==> src/hw/mzph_pkg.sv <==
package mzph_pkg;
  // Spare line layout: four differential pairs, each usable as two wires
  localparam int SPARE_PAIRS = 4;
  localparam int SPARE_LINES = 2 * SPARE_PAIRS;
  // Register offsets on the Avalon-MM slave (byte addresses)
  localparam logic [3:0] REG_CTRL     = 4'h0;
  localparam logic [3:0] REG_STATUS   = 4'h4;
  localparam logic [3:0] REG_SPARE_WR = 4'h8;
  localparam logic [3:0] REG_SPARE_RD = 4'hC;
  // Control register fields
  localparam int CTRL_REPOWER  = 0;
  localparam int CTRL_SPARE_OE = 1;
  localparam int CTRL_SPARE_PC = 2;
  // Status register fields
  localparam int ST_PRESENT = 0;
  localparam int ST_PERMIT  = 1;
  localparam int ST_GOOD    = 2;
  localparam int ST_DONE    = 3;
  localparam int ST_READY   = 4;
  localparam int ST_SPC_IN  = 5;
  localparam int ST_STATE   = 6;
  // Reset values
  localparam logic [31:0] CTRL_RESET  = 32'h0000_0002;
  localparam logic [7:0]  SPARE_RESET = 8'h00;
  // Re-power-up: permit held low this long before it may rise again
  localparam int REPOWER_US     = 1000;
  localparam int CLK_MHZ        = 10;
  localparam int REPOWER_CYCLES = REPOWER_US * CLK_MHZ;
  // Hub sequencer states
  typedef enum logic [1:0] {
    MZPH_OFF     = 2'b00,
    MZPH_PERMIT  = 2'b01,
    MZPH_REPOWER = 2'b10
  } mzph_state_t;
endpackage

==> src/hw/mzph_link_if.sv <==
`timescale 1ns/10ps
// Pins between hub and mezzanine; open pins resolved by the bench
interface mzph_link_if;
  import mzph_pkg::*;
  logic                   card_present_n;
  logic                   power_up_permit;
  logic                   supplies_good;
  logic                   config_done;
  logic                   spc_hub_o;
  logic                   spc_hub_oe;
  logic                   spc_card_o;
  logic                   spc_card_oe;
  logic                   spare_power_ctrl;
  logic [SPARE_LINES-1:0] spare_o;
  logic [SPARE_LINES-1:0] spare_oe;
  logic [SPARE_LINES-1:0] spare_line;
  modport hub (
    input  card_present_n, supplies_good, config_done, spare_power_ctrl,
    input  spare_line,
    output power_up_permit, spc_hub_o, spc_hub_oe, spare_o, spare_oe
  );
  modport card (
    input  power_up_permit, spare_power_ctrl, spare_line,
    output card_present_n, supplies_good, config_done, spc_card_o,
    output spc_card_oe
  );
endinterface

==> src/hw/mzph_hub.sv <==
// The implementer's own choices: the Avalon-MM interface to the registers and the address map.
`timescale 1ns/10ps
// Notes on behaviour
// - Presence line low means card fitted
// - Permit only after FPGA configured, clocks running
// - Permit only after shelf manager authorisation
// - Card may wait for permit before powering
// - Permit holds until off, supply loss, re-power
// - Card raises supplies-good once rails in range
// - Ignore card inputs until supplies-good
// - Card raises config-done when fully configured
// - Withhold hub ready until config-done
// - Spare lines hub-driven, card receives only
// - Spare drivers off without supplies-good
// - Four pairs, each differential or two singles; the code has no differential mode and drives eight single lines
// - Spare lines reachable through software registers
module mzph_hub
  import mzph_pkg::*;
#(
  parameter int REPOWER_CNT = REPOWER_CYCLES
)
(
  // Clock and reset
  input  wire logic        ref_clk,
  input  wire logic        rst,
  // Hub environment
  input  wire logic        fpga_configured,
  input  wire logic        clocks_running,
  input  wire logic        shelf_power_ok,
  input  wire logic        backplane_ok,
  output logic             hub_ready,
  // Avalon-MM slave
  input  wire logic [3:0]  avs_address,
  input  wire logic        avs_read,
  input  wire logic        avs_write,
  input  wire logic [31:0] avs_writedata,
  input  wire logic [3:0]  avs_byteenable,
  output logic [31:0]      avs_readdata,
  output logic             avs_waitrequest,
  // Link to mezzanine
  mzph_link_if.hub         link
);
  // Two-stage synchronisers for all card-side and pin inputs
  logic [3+SPARE_LINES:0] sync_m_q, sync_q, sync_in;
  logic present, good, done, spc_in;
  logic [SPARE_LINES-1:0] spare_in;

  assign sync_in = {link.spare_line, link.spare_power_ctrl,
                    link.config_done, link.supplies_good,
                    link.card_present_n};

  always_ff @(posedge ref_clk) begin
    if (rst) begin
      sync_m_q <= '0;
      sync_q   <= '0;
    end else begin
      sync_m_q <= sync_in;
      sync_q   <= sync_m_q;
    end
  end

  // Supplies-good qualifies every other card input except presence
  always_comb begin
    present  = ~sync_q[0];
    good     = present & sync_q[1];
    done     = good & sync_q[2];
    spc_in   = good & sync_q[3];
    spare_in = good ? sync_q[4 +: SPARE_LINES] : '0;
  end

  // Sequencer for the permit line
  mzph_state_t state_d, state_q;
  logic [31:0] cnt_d, cnt_q;
  logic        permit_d, permit_q;
  logic        ready_d, ready_q;
  logic [31:0] ctrl_d, ctrl_q;
  logic        repower_req;
  logic        hub_up;

  assign hub_up = fpga_configured & clocks_running & shelf_power_ok &
                  backplane_ok;
  // Repower is a level request; software clears it to let permit rise again
  assign repower_req = ctrl_q[CTRL_REPOWER];

  always_comb begin
    state_d  = state_q;
    cnt_d    = cnt_q;
    case (state_q)
      MZPH_OFF: begin
        if (hub_up && !repower_req) begin
          state_d = MZPH_PERMIT;
        end
      end
      MZPH_PERMIT: begin
        if (!shelf_power_ok || !backplane_ok) begin
          state_d = MZPH_OFF;
        end else if (repower_req) begin
          state_d = MZPH_REPOWER;
          cnt_d   = 32'(REPOWER_CNT);
        end
      end
      MZPH_REPOWER: begin
        if (cnt_q != 32'h0000_0000) begin
          cnt_d = cnt_q - 32'h0000_0001;
        end else begin
          state_d = MZPH_OFF;
        end
      end
      default: begin
        state_d = MZPH_OFF;
      end
    endcase
    // Permit follows the next state so it moves with state_q
    permit_d = (state_d == MZPH_PERMIT);
    ready_d  = permit_d & done;
  end

  // Sequencer registers
  always_ff @(posedge ref_clk) begin
    if (rst) begin
      state_q  <= MZPH_OFF;
      cnt_q    <= 32'h0000_0000;
      permit_q <= 1'b0;
      ready_q  <= 1'b0;
    end else begin
      state_q  <= state_d;
      cnt_q    <= cnt_d;
      permit_q <= permit_d;
      ready_q  <= ready_d;
    end
  end

  // Register file: one-cycle waitrequest then answer
  logic [SPARE_LINES-1:0] spare_wr_d, spare_wr_q;
  logic [31:0]            rdata_d, rdata_q;
  logic                   wait_d, wait_q;
  logic [SPARE_LINES-1:0] spare_oe_d, spare_oe_q, spare_o_d, spare_o_q;
  logic                   spc_o_d, spc_o_q, spc_oe_d, spc_oe_q;
  logic                   acc;
  logic                   wr_take;

  assign acc = (avs_read | avs_write) & wait_q;
  assign wr_take = avs_write & ~wait_q & avs_byteenable[0];

  always_comb begin
    ctrl_d     = ctrl_q;
    spare_wr_d = spare_wr_q;
    rdata_d    = rdata_q;
    wait_d     = 1'b1;
    // First edge of a request: answer is prepared, waitrequest drops
    if (acc) begin
      wait_d = 1'b0;
      case (avs_address)
        REG_CTRL:     rdata_d = ctrl_q;
        REG_STATUS:   rdata_d = {24'h00_0000, state_q, spc_in, ready_q,
                                 done, good, permit_q, present};
        REG_SPARE_WR: rdata_d = {24'h00_0000, spare_wr_q};
        REG_SPARE_RD: rdata_d = {24'h00_0000, spare_in};
        default:      rdata_d = 32'h0000_0000;
      endcase
    end
    // Writes land only on the edge that sees waitrequest low, so a
    // request dropped early never changes a register; byte lane 0 only
    if (wr_take) begin
      case (avs_address)
        REG_CTRL:     ctrl_d = {29'h000_0000, avs_writedata[2:0]};
        REG_SPARE_WR: spare_wr_d = avs_writedata[7:0];
        default:      ;
      endcase
    end
    // Drive spares only while the card reports good supplies
    spare_oe_d = {SPARE_LINES{good & ctrl_q[CTRL_SPARE_OE]}};
    spare_o_d  = spare_wr_q;
    spc_oe_d   = good;
    spc_o_d    = ctrl_q[CTRL_SPARE_PC];
  end

  always_ff @(posedge ref_clk) begin
    if (rst) begin
      ctrl_q     <= CTRL_RESET;
      spare_wr_q <= SPARE_RESET;
      rdata_q    <= 32'h0000_0000;
      wait_q     <= 1'b1;
      spare_oe_q <= '0;
      spare_o_q  <= SPARE_RESET;
      spc_o_q    <= 1'b0;
      spc_oe_q   <= 1'b0;
    end else begin
      ctrl_q     <= ctrl_d;
      spare_wr_q <= spare_wr_d;
      rdata_q    <= rdata_d;
      wait_q     <= wait_d;
      spare_oe_q <= spare_oe_d;
      spare_o_q  <= spare_o_d;
      spc_o_q    <= spc_o_d;
      spc_oe_q   <= spc_oe_d;
    end
  end

  // Every output leaves straight from a flop
  assign avs_readdata          = rdata_q;
  assign avs_waitrequest       = wait_q;
  assign hub_ready             = ready_q;
  assign link.power_up_permit  = permit_q;
  assign link.spare_o          = spare_o_q;
  assign link.spare_oe         = spare_oe_q;
  assign link.spc_hub_o        = spc_o_q;
  assign link.spc_hub_oe       = spc_oe_q;
endmodule

==> src/flat_wrapper.sv <==
// flat-port wrapper written by rule: the top's interface ports become plain ports
module mzph_hub_flat import mzph_pkg::*;
#(
  parameter int REPOWER_CNT = REPOWER_CYCLES
)
  (ref_clk, rst, fpga_configured, clocks_running, shelf_power_ok, backplane_ok, hub_ready, avs_address, avs_read, avs_write, avs_writedata, avs_byteenable, avs_readdata, avs_waitrequest, link_card_present_n, link_supplies_good, link_config_done, link_spare_power_ctrl, link_spare_line, link_power_up_permit, link_spc_hub_o, link_spc_hub_oe, link_spare_o, link_spare_oe);
  mzph_link_if link_i ();
  input  wire logic ref_clk;
  input  wire logic rst;
  input  wire logic fpga_configured;
  input  wire logic clocks_running;
  input  wire logic shelf_power_ok;
  input  wire logic backplane_ok;
  output logic hub_ready;
  input  wire logic [3:0] avs_address;
  input  wire logic avs_read;
  input  wire logic avs_write;
  input  wire logic [31:0] avs_writedata;
  input  wire logic [3:0] avs_byteenable;
  output logic [31:0] avs_readdata;
  output logic avs_waitrequest;
  input wire logic [$bits(link_i.card_present_n)-1:0] link_card_present_n;
  input wire logic [$bits(link_i.supplies_good)-1:0] link_supplies_good;
  input wire logic [$bits(link_i.config_done)-1:0] link_config_done;
  input wire logic [$bits(link_i.spare_power_ctrl)-1:0] link_spare_power_ctrl;
  input wire logic [$bits(link_i.spare_line)-1:0] link_spare_line;
  output wire logic [$bits(link_i.power_up_permit)-1:0] link_power_up_permit;
  output wire logic [$bits(link_i.spc_hub_o)-1:0] link_spc_hub_o;
  output wire logic [$bits(link_i.spc_hub_oe)-1:0] link_spc_hub_oe;
  output wire logic [$bits(link_i.spare_o)-1:0] link_spare_o;
  output wire logic [$bits(link_i.spare_oe)-1:0] link_spare_oe;
  assign link_i.card_present_n = link_card_present_n;
  assign link_i.supplies_good = link_supplies_good;
  assign link_i.config_done = link_config_done;
  assign link_i.spare_power_ctrl = link_spare_power_ctrl;
  assign link_i.spare_line = link_spare_line;
  assign link_power_up_permit = link_i.power_up_permit;
  assign link_spc_hub_o = link_i.spc_hub_o;
  assign link_spc_hub_oe = link_i.spc_hub_oe;
  assign link_spare_o = link_i.spare_o;
  assign link_spare_oe = link_i.spare_oe;
  mzph_hub #(.REPOWER_CNT(REPOWER_CNT)) u_core (.ref_clk(ref_clk), .rst(rst), .fpga_configured(fpga_configured), .clocks_running(clocks_running), .shelf_power_ok(shelf_power_ok), .backplane_ok(backplane_ok), .hub_ready(hub_ready), .avs_address(avs_address), .avs_read(avs_read), .avs_write(avs_write), .avs_writedata(avs_writedata), .avs_byteenable(avs_byteenable), .avs_readdata(avs_readdata), .avs_waitrequest(avs_waitrequest), .link(link_i));
endmodule
==> config.mk <==
export PLATFORM = sky130hd
export DESIGN_NAME = mzph_hub_flat
export DESIGN_NICKNAME = d
export VERILOG_FILES = /design/src/hw/mzph_pkg.sv /design/src/hw/mzph_link_if.sv /design/src/hw/mzph_hub.sv /design/src/flat_wrapper.sv
export SDC_FILE = /design/constraint.sdc
export NUM_CORES = 1
export LEC_CHECK = 0
export ABC_AREA = 0
export BUFFER_PORTS_ARGS = -buffer_cell sky130_fd_sc_hd__clkbuf_2
export CAP_MARGIN = 20
export CORE_MARGIN = 3
export CORE_UTILIZATION = 45
export CTS_CLUSTER_SIZE = 8
export DETAILED_ROUTE_END_ITERATION = 7
export PLACE_DENSITY = 0.82
export SLEW_MARGIN = 20
export SYNTH_ARGS = -nofsm -noshare
export SYNTH_HDL_FRONTEND = slang
export SYNTH_SLANG_ARGS = --single-unit
==> constraint.sdc <==
create_clock -name ref_clk -period 2.9 [get_ports ref_clk]
set_input_delay 0.58 -clock ref_clk [delete_from_list [all_inputs] [get_ports ref_clk]]
set_output_delay 0.58 -clock ref_clk [all_outputs]
set_load 0.005 [all_outputs]
Word level (Yosys, flattened, before mapping)
Index checks and enable logic that the tools add are counted.
- register bits: 115
- input bits: 60
- output and inout port bits: 53
- word-level logic and storage cells: 62
- add/sub/neg operators: 1
- equality and inequality tests: 9
- mux-type cells: 12
- bitwise operators: 14
- reduce and logical (&&, ||, !) cells: 12
- operators with widths (operator ; count):
    two-way mux 32 bit ; 3
    one-hot mux 32 bit (2 select lines) ; 1
    one-hot mux 8 bit (4 select lines) ; 1
    nonzero test 32 bit ; 1
    subtractor 32 x 1 -> 32 bit, second input constant ; 1
    AND 1 bit ; 11
    == test 4 bit, second input constant ; 2
    two-way mux 2 bit ; 4
    two-way mux 8 bit ; 1
    one-hot mux 2 bit (3 select lines) ; 1
    == test 2 x 1 -> 1 bit, second input constant ; 2
    == test 4 x 3 -> 1 bit, second input constant ; 1
    logical NOT 4 bit ; 1
    inequality test 2 x 1 -> 1 bit, second input constant ; 2
    AND reduction 2 bit ; 2
    AND reduction 4 bit ; 1
    logical NOT 1 bit ; 3
    == test 2 bit, second input constant ; 1
    logical NOT 2 bit ; 1
    inequality test 2 bit, second input constant ; 1
    NOT 1 bit ; 2
    nonzero test 2 bit ; 1
    logical AND 1 bit ; 1
    logical OR 1 bit ; 1
    other kinds (2) ; 2

Depth between registers and ports, before layout
Gate-level depths: netlist (run 1).
- word-level depth: 8
- mapped depth: 8
- gate-level depth less buffers: 7

Worst setup path before layout (run 1)
OpenSTA, ideal clock, no wires.
- kind: register to register
- start: reg u_core.cnt_q[16]
- end: reg u_core.cnt_q[29]
- setup time: 70 ps
- arrival time: 2405 ps
- required time: 2830 ps
- path slack: 425 ps
- cell stages (with the launch flop): 7
- path buffers: 1
- period minus slack after synthesis: 2475 ps
- cell sequence: dfxtp_1 -> or4_1 -> buf_2 -> or3_4 -> or4_1 -> or4_1 -> a21oi_1
- cells in the longest elaborated chain, start to end: 3
- elaborated cells between the ends (all ways): 6
- RTL lines (what ; line ; RTL):
    start: declaration ; mzph_hub.sv:73 ; logic [31:0] cnt_d, cnt_q;
    start signal: assignment ; mzph_hub.sv:127 ; cnt_q <= cnt_d;
    subtractor 32 x 1 -> 32 bit or nonzero test 32 bit (tied branches) ; mzph_hub.sv:104, mzph_hub.sv:103 ;
    two-way mux 32 bit or inequality test 2 x 1 -> 1 bit (tied branches) ; n/a ;
    one-hot mux 32 bit (2 select lines) or AND reduction 4 bit (tied branches) ; n/a ;
Parallel ways exist; a longest one is shown, timed or not. The select of a mux whose other input is x is not followed.
A chain may end at the register's enable or synchronous reset.

Worst setup path in the final report (run 1)
Same ends and word-level chain as after synthesis.

==> impl_metrics.csv, run 1 <==
group,metric,value,unit
status,status,"completed",
clock_network,cts_tree,"done",
setup_path,arrival,2930,ps
synthesis,syn_area_per_cell,9.36,µm²
finish,fin_util,53.4,%
sta,period_minus_slack,2640,ps
sta,setup_tns,0,ps
routing,final_antenna_net_count,0,
floorplan,initial_core_util,47.4,%
sta,slew_violations,0,
synthesis,synth_edf_count,0,
sta,fmax,379,MHz
sta,hold_ws,425,ps
sta,fin_ws,261,ps
finish,stdcell_area,4470,µm²
power,vdd_ir_drop_max,280,µV
routing,wl,8.98,mm
routing,drc,0,
floorplan,io_pins,113,
finish,areaGrowthSynthToFinish,12.5,%
sta,rsz0062_at_grt,"no",
worst_hold_path,hp-start,"link_spare_line[6]",
power,clock_power_share,39.5,%
setup_path,critical_path_peak_fanout,7,
clock_network,cts.sinks,91,
clock_network,cts.htree.levels,3,
clock_network,clockBufferDepth,2,
synthesis,ys_types,51,
setup_path,setup.worst_path.class,"reg2reg",
setup_path,r2r_slack,260,ps
clock_network,cts_buffers,9,
clock_network,ctsResizeCount,0,
clock_network,insertion_delay,360,ps
placed_design,gp_congestion,0.954,
worst_hold_path,holdCritPathClass,"in2reg",
placed_design,dp_slack,305,ps
floorplan,fp.coreArea,8380,µm²
placed_design,dp_hpwl,6.60,mm
synthesis,synth_ff_type,"dfxtp_1",
synthesis,netlist_instances,425,
global_route,grt_max_degree,44,
routing,drt_iter0_markers,228,
power,powerDensity,518,nW/µm²
finish,nets,540,
power,switchingPower,0.000573,W
power,switching_share,24.7,%
finish,n_antenna_cell,0,
synthesis,synth_warnings,0,
finish,fill_cells,750,
sta,skew,7.96,ps
power,seqPwrFrac,55.5,%
power,p_int,0.00174,W
synthesis,syn-cell-area,3980,µm²
flow_run,max_cap_viol_count,0,
power,p_comb_share,5.0,%
global_route,grt-ovfl-total,0,
synthesis,seq_area_frac_synth,45.8,%
routing,wl_per_cell,15.3,µm
global_route,grt_pass1_wl,14.6,mm
setup_path,start_kind,"register",
floorplan,die_h,100,µm
floorplan,dieArea,10000,µm²
synthesis,async_flop_share,0,%
clock_network,post_cts_buffers,0,
clock_network,ctsHoldBuffers,0,
global_route,grt_pass1_vias,3029,
floorplan,placementRows,33,
floorplan,die_w,100,µm
routing,num_vias,3316,
routing,drt-pass1-iter-count,5,
setup_path,end_kind,"register",
sta,slew_headroom,53.6,%
placed_design,place_area,4260,µm²
setup_path,r2r-start,"u_core.cnt_q[16]",
setup_path,worstSetupStartpoint,"u_core.cnt_q[16]",
synthesis,synth-seq-cells,91,
sta,setup-violations-final,0,
setup_path,required,3190,ps
power,leakagePower,1.86,nW
sta,fin_crit_sh,91.0,%
routing,vias_per_cell,5.63,
clock_network,clk_pin_slew,100,ps
sta,hold_viol_final,0,
placed_design,numPortBuffers,61,
global_route,antenna_found_initial,0,
sta,tightest_slew,690,ps
clock_network,clock_tree.root_cell,"clkbuf_8",
finish,layout-drive-gt1-share,22.5,%
global_route,gr-usage-all-layers,18.0,%
==> power by group through the flow <==
stage | Combinational (W) | Sequential [W] | Clock (W)
floorplan | 0.0000884 | 0.00131 | 0
global placement | 0.000112 | 0.00131 | 0
detailed placement | 0.000114 | 0.00132 | 0
CTS | 0.000115 | 0.00129 | 0.000934
global route | 0.000130 | 0.00129 | 0.000976
finish | 0.000116 | 0.00129 | 0.000914
==> metrics by stage <==
| step | power [W] | instances |
|---|---|---|
| after detailed placement | 0.00143 | 573 |
| after global routing | 0.00240 | 589 |
| after floorplan | 0.00140 | 448 |
| after CTS | 0.00234 | 589 |
| final | 0.00232 | 589 |
| after global placement | 0.00143 | 573 |
==> routing by layer <==
metal,part of all wire (%),wire length (µm),vias to the layer above,track usage [%]
li1,-,-,1611,-
met4,1.7,156,0,5.28
met1,43,3880,1548,23.5
met5,0,0,-,0
met2,48,4340,139,29.6
met3,6.7,603,18,4.31
==> cells in the mapped netlist, types with 7 or more instances <==
cell type	instances	share of area [%]
or4_1	18	3.4
a21oi_1	25	3.1
nor4_1	8	1.3
buf_4	31	5.9
mux2i_1	16	4.0
nand2_1	23	2.2
nor2b_1	35	5.5
a22oi_1	8	1.5
clkbuf_1	16	1.5
o21ai_0	8	1.0
dfxtp_1	91	46
nor3_1	10	1.3
a31oi_1	7	1.1
nor2_1	21	2.0
o31ai_1	15	2.8
or3_1	14	2.2
or3_2	7	1.3
==> flip-flops by register name (all words and copies together) (netlist names) <==
name and count:
u_core.cnt_q 32, u_core.sync_m_q 12, u_core.sync_q 12, u_core.avs_readdata 8, u_core.link.spare_o 8, u_core.spare_o_d 8
u_core.ctrl_q 3, u_core.state_q 2, u_core.avs_waitrequest 1, u_core.hub_ready 1, u_core.link.power_up_permit 1, u_core.link.spare_oe 1
u_core.link.spc_hub_o 1, u_core.link.spc_hub_oe 1
==> layout make-up <==
type	instances	area [µm²]	area share, %
timing repair buffer	75	410	9.17
clock inverter	7	92.6	2.07
sequential	91	1820	40.7
clock buffer	9	124	2.77
inverter	4	15.0	0.336
multi-input combinational	298	1880	42.0
tap	105	131	2.94
==> cells by family (layout without fill, tap and decap cells) <==
group           after synthesis  in the layout  share of synthesized area, %
simple gates                175            175                          27.0
flops                        91             91                          45.8
buf+inv                      59             95                          9.09
xor+xnor                      2              2                         0.441
other cells                   1             24                        0.0943
mux                          16             16                          4.03
compound gates               80             80                          13.2
fa+ha+maj                     1              1                         0.315
==> cells in the final DEF, fill, tap and decap left out, types with 7 or more instances in the layout <==
cell,Yosys,layout
o31ai_1,15,15
conb_1,1,24
a21oi_1,25,25
nor4_1,8,8
nor3_1,10,10
a31oi_1,7,7
nand2_1,23,23
buf_4,31,14
mux2i_1,16,16
or3_2,7,7
nor2b_1,35,35
nor2_1,21,21
o21ai_0,8,8
clkbuf_8,0,9
a22oi_1,8,8
dfxtp_1,91,91
or3_1,14,14
clkbuf_2,0,61
or4_1,18,18
==> worst max-delay path, stage by stage (launching register included) <==
cell,delay [ps]
dfxtp_1,360
or4_1,660
or3_4,470
or4_1,420
or4_1,510
a21oi_1,140
==> path summary, 6_finish.rpt <==
| kind | end | cells past startpoint |
|---|---|---|
| setup / recovery | u_core.cnt_q[29] | 5 |
| hold / removal | u_core.sync_m_q[10] | 2 |
| setup reg to reg | u_core.cnt_q[29] | 5 |
| hold reg to reg | u_core.sync_q[4] | 1 |
Power figures use the tool's default switching activity.
==> run 2: changes to the inputs <==
ABC_AREA = 1   (was 0)
CORE_MARGIN = 2   (was 3)
PLACE_DENSITY = 0.8   (was 0.82)
==> impl_metrics.csv, run 2 <==
group,metric,value,unit
routing,wl,9.30,mm
global_route,grt_pass1_wl,15.3,mm
clock_network,cts.htree.levels,3,
floorplan,placementRows,36,
synthesis,synthAdderAreaFrac,0.281,%
synthesis,yosys-top-cells-count,"153 x nand2_1, 144 x nor2_1, 91 x dfxtp_1",
finish,largest_reg_flops,32,
synthesis,synth_ff_type,"dfxtp_1",
global_route,grt_max_degree,34,
setup_path,start_kind,"register",
worst_hold_path,hp-start,"link_spare_line[3]",
synthesis,syn_area_per_cell,6.87,µm²
synthesis,ys_types,37,
power,powerDensity,457,nW/µm²
power,leakagePower,2.40,nW
global_route,gr-usage-all-layers,18.1,%
clock_network,cts.sinks,91,
sta,skew,11.8,ps
synthesis,synth-simple-area-share,30.7,%
setup_path,critical_path_peak_fanout,32,
synthesis,synth_compound_area_share,12.2,%
setup_path,critPathMaxStageDelay,320,ps
placed_design,gp_congestion,0.903,
clock_network,cts_buffers,9,
sta,rsz0062_at_grt,"no",
clock_network,clockBufferDepth,2,
status,status,"completed",
finish,final_common_cell,"nand2_1",
clock_network,ctsHoldBuffers,0,
setup_path,worstSetupStartpoint,"u_core.cnt_q[0]",
sta,slew_headroom,60.9,%
sta,fmax,517,MHz
finish,reg_top3,"u_core.cnt_q (32), u_core.sync_m_q (12), u_core.sync_q (12)",
sta,setup-violations-final,0,
clock_network,post_cts_buffers,0,
setup_path,arrival,2170,ps
synthesis,synth_warnings,0,
clock_network,cts_tree,"done",
sta,fin_crit_sh,66.7,%
routing,final_antenna_net_count,0,
synthesis,synth_xor_area_share,2.36,%
synthesis,netlist_instances,648,
synthesis,syn-cell-area,4450,µm²
synthesis,synth_edf_count,0,
power,vdd_ir_drop_max,336,µV
global_route,grt_pass1_vias,3277,
routing,vias_per_cell,4.70,
synthesis,ys_top_cells_by_area,"dfxtp_1 41%, nand2_1 13%, nor2_1 12%",
routing,num_vias,3930,
setup_path,critPathMostFrequentCell,"nor2_1",
synthesis,synth_top_family_by_area,"simple AND/OR/NAND/NOR gates",
sta,slew_violations,0,
finish,areaGrowthSynthToFinish,9.98,%
setup_path,required,3140,ps
synthesis,yosys-mux-area-fraction,0,%
placed_design,numPortBuffers,61,
synthesis,yosys.cell_count.top_type,"nand2_1",
placed_design,dp_hpwl,6.77,mm
floorplan,io_pins,113,
routing,drc,0,
routing,drt-pass1-iter-count,5,
clock_network,clk_pin_slew,100,ps
sta,tightest_slew,587,ps
setup_path,crit_chain,"inv_1, ha_1, nand2_2, nor2_4, nand2_1, nor2_1, nand2_1, nand3_4, nor2_1, nor2_1, nor2_1",
floorplan,initial_core_util,46.0,%
flow_run,max_cap_viol_count,0,
floorplan,dieArea,10700,µm²
clock_network,insertion_delay,370,ps
sta,setup_tns,0,ps
setup_path,end_kind,"register",
clock_network,clock_tree.root_cell,"clkbuf_8",
global_route,antenna_found_initial,0,
synthesis,yosysTopAreaCellShare,40.9,%
routing,wl_per_cell,11.1,µm
finish,nets,760,
floorplan,fp.coreArea,9680,µm²
finish,layout-drive-gt1-share,15.5,%
synthesis,seq_area_frac_synth,40.9,%
finish,n_antenna_cell,0,
finish,largest-register,"u_core.cnt_q",
floorplan,die_h,103,µm
global_route,grt-ovfl-total,0,
sta,period_minus_slack,1940,ps
sta,hold_viol_final,0,
sta,hold_ws,382,ps
synthesis,yosysTopAreaCell,"dfxtp_1",
floorplan,die_w,103,µm
synthesis,async_flop_share,0,%
worst_hold_path,holdCritPathClass,"in2reg",
routing,drt_iter0_markers,306,
setup_path,r2r-start,"u_core.cnt_q[0]",
clock_network,ctsResizeCount,0,
setup_path,cp_slowest_cell,"dfxtp_1",
setup_path,setup.worst_path.class,"reg2reg",
finish,layout_common_cells,"153 x nand2_1, 144 x nor2_1, 91 x dfxtp_1",
synthesis,synth-seq-cells,91,
-- run 2: path summary, 6_finish.rpt --
kind                        end  slack [ps]  depth (start not counted)
min reg2reg    u_core.sync_q[6]         400                          2
max reg2reg    u_core.cnt_q[28]         960                         11
max            u_core.cnt_q[28]         960                         11
min          u_core.sync_m_q[7]         380                          3
-- run 2: kinds of logic after synthesis --
family,Yosys count
and+or+nand+nor,337
buffers and inverters,117
DFF,91
AOI/OAI and AO/OA,89
xor gates and xnor gates,12
adders and majority gates,1
other,1
-- run 2: through the flow --
step | instances | power [W] | area [µm²] | worst slack, ps | utilization (%)
floorplan | 671 | 0.00141 | 4540 | 1210 | -
global placement | 821 | 0.00142 | 4700 | 968 | 48.6
detailed placement | 821 | 0.00143 | 4700 | 954 | 48.6
CTS | 837 | 0.00225 | 4900 | 939 | 50.6
global route | 837 | 0.00233 | 4900 | 687 | 50.6
finish | 837 | 0.00224 | 4900 | 964 | 50.6
-- run 2: area by class of cell --
cell class	instances	area (µm²)
inverter	68	255
fill	1009	4790
multi-input combinational	463	2120
clock inverter	7	68.8
tap	133	166
clock buffer	9	124
timing repair buffer	66	343
sequential	91	1820
-- run 2: routing by layer --
metal	GRT usage (%)	share of wire (%)	vias up
li1	-	-	2066
met1	25.9	48	1731
met2	26.9	45	114
met3	2.76	4.8	19
met4	7.79	2.3	0
met5	0	0	-
-- run 2: report_power, final --
| part | internal [W] | switching [W] | total (W) |
|---|---|---|---|
| registers | 0.00127 | 0.00000698 | 0.00128 |
| clock network | 0.000334 | 0.000505 | 0.000839 |
| logic | 0.0000415 | 0.0000797 | 0.000121 |
| total | 0.00164 | 0.000592 | 0.00224 |
-- run 2: worst max-delay path: cells and delay by family (launching register included) --
kind / cells / cell delay [ps]
buffers and inverters: 1 / 120
adder cells (fa/ha/maj): 1 / 290
AND/OR/NAND/NOR: 9 / 1080
flip-flops: 1 / 320
==> run 3: changes to the inputs <==
clock period = 2 ns   (was 2.9 ns; I/O delays follow)
==> impl_metrics.csv, run 3 (synthesized netlist as in run 2, its figures left out) <==
group,metric,value,unit
status,status,"completed",
sta,fin_ws,210,ps
sta,rsz0062_at_grt,"no",
routing,wl_met1,4.70,mm
finish,nets,765,
floorplan,io_pins,113,
routing,num_vias,3948,
routing,wl_met3,451,µm
finish,layout_common_cells,"153 x nand2_1, 144 x nor2_1, 91 x dfxtp_1",
finish,n_antenna_cell,0,
floorplan,die_h,103,µm
clock_network,insertion_delay,370,ps
floorplan,placementRows,36,
finish,largest_reg_flops,32,
setup_path,r2r-start,"u_core.cnt_q[0]",
finish,stdcell_area,4940,µm²
flow_run,max_cap_viol_count,0,
clock_network,ctsHoldBuffers,0,
sta,slew_violations,0,
routing,wl,9.61,mm
global_route,grt_pass1_vias,3246,
clock_network,cts_tree,"done",
global_route,grt_max_degree,54,
global_route,antenna_found_initial,0,
floorplan,dieArea,10700,µm²
clock_network,cts.htree.levels,3,
worst_hold_path,hp-start,"link_spare_line[3]",
finish,layout-drive-gt1-share,16.1,%
worst_hold_path,min_path_cells,3,
placed_design,dp_hpwl,6.77,mm
routing,met2_length,4.24,mm
finish,areaGrowthSynthToFinish,11.1,%
clock_network,cts.sinks,91,
sta,hold_viol_final,0,
floorplan,fp.coreArea,9680,µm²
global_route,grt_pass1_wl,15.0,mm
floorplan,die_w,103,µm
power,powerDensity,655,nW/µm²
finish,largest-register,"u_core.cnt_q",
sta,period_minus_slack,1790,ps
routing,drt-pass1-iter-count,4,
placed_design,dp_slack,196,ps
clock_network,clockBufferDepth,2,
floorplan,initial_core_util,46.0,%
finish,fin_util,51.1,%
clock_network,clk_pin_slew,100,ps
setup_path,required,2250,ps
global_route,grt-ovfl-total,0,
sta,setup_tns,0,ps
setup_path,r2r_slack,210,ps
worst_hold_path,hold-path-endpoint,"u_core.sync_m_q[7]",
sta,fin_crit_sh,89.5,%
finish,reg_top3,"u_core.cnt_q (32), u_core.sync_m_q (12), u_core.sync_q (12)",
setup_path,critPathMostFrequentCell,"nor2_1",
routing,wl_per_cell,11.4,µm
setup_path,crit_family,"simple AND/OR/NAND/NOR gates",
setup_path,critPathBufInv,1,
setup_path,crit_chain,"inv_1, ha_1, nand2_2, nor2_4, nand2_1, nor2_1, nand2_1, nand3_4, nor2_1, nor2_1, nor2_1",
routing,drc,0,
placed_design,place_area,4730,µm²
sta,slew_headroom,61.8,%
global_route,gr-usage-all-layers,17.8,%
placed_design,gp_congestion,0.951,
sta,fmax,559,MHz
finish,final_common_cell,"nand2_1",
setup_path,setup.worst_path.class,"reg2reg",
routing,top_layer_used,"met4",
power,leakagePower,2.42,nW
sta,setup-violations-final,0,
setup_path,end_kind,"register",
sta,tightest_slew,573,ps
setup_path,critPathMaxStageDelay,320,ps
clock_network,cts_buffers,9,
setup_path,worstRegToRegCells,11,
routing,vias_per_cell,4.69,
routing,final_antenna_net_count,0,
power,vdd_ir_drop_max,376,µV
worst_hold_path,holdCritPathClass,"in2reg",
finish,fill_cells,972,
sta,skew,12.3,ps
setup_path,cp_slowest_cell,"dfxtp_1",
clock_network,clock_tree.root_cell,"clkbuf_8",
setup_path,rr_endpoint,"u_core.cnt_q[26]",
placed_design,numPortBuffers,61,
routing,drt_iter0_markers,274,
setup_path,arrival,2040,ps
setup_path,critical_path_peak_fanout,16,
setup_path,start_kind,"register",
## run 3: per-layer routing
layer	global-route usage, %	vias up
met5	0	-
met4	7.29	0
met3	2.49	19
met2	26.8	107
met1	25.5	1743
li1	-	2079
## run 3: layout make-up
cell class	instances	area, µm²	share of cell area [%]
Multi-Input combinational cell	464	2130	43.2
Clock buffer	9	124	2.51
Clock inverter	7	70.1	1.42
Inverter	68	255	5.16
Timing Repair Buffer	70	373	7.54
Tap cell	133	166	3.37
Sequential cell	91	1820	36.8
## run 3: worst max-delay path by stage
stage	from	endpoint	cells after the start
detailed placement	u_core.cnt_q[0]	u_core.cnt_q[26]	11
global route	u_core.cnt_q[0]	u_core.cnt_q[26]	11
CTS	u_core.cnt_q[0]	u_core.cnt_q[26]	11
floorplan	u_core.cnt_q[0]	u_core.cnt_q[19]	10
finish	u_core.cnt_q[0]	u_core.cnt_q[26]	11
global placement	u_core.cnt_q[0]	u_core.cnt_q[26]	11
## run 3: stage by stage
stage,hold WS (ps),cells,power (W)
after floorplan,388,671,0.00204
after global placement,390,825,0.00207
after detailed placement,393,825,0.00207
after CTS,193,841,0.00326
after global routing,194,842,0.00337
final,206,842,0.00324
## run 3: worst reg2reg max path, cell delays in order (launching register included)
cell     delay, ps
dfxtp_1        320
inv_1          110
ha_1           200
nand2_2        110
nor2_4         160
nand2_1         70
nor2_1         100
nand2_1        150
nand3_4        230
nor2_1          80
nor2_1         100
nor2_1          40
## run 3: what timing repair did
item / CTS / global route
buffers inserted: 0 / 0
gates resized for setup: 0 / 1
setup endpoints to repair: 0 / 2
## run 3: power by group
| group | internal, W | total, W | leakage, nW | switching [W] |
|---|---|---|---|---|
| combinational | 0.0000622 | 0.000181 | 1.59 | 0.000119 |
| clock | 0.000483 | 0.00121 | 0.0887 | 0.000727 |
| sequential | 0.00184 | 0.00185 | 0.739 | 0.00000986 |
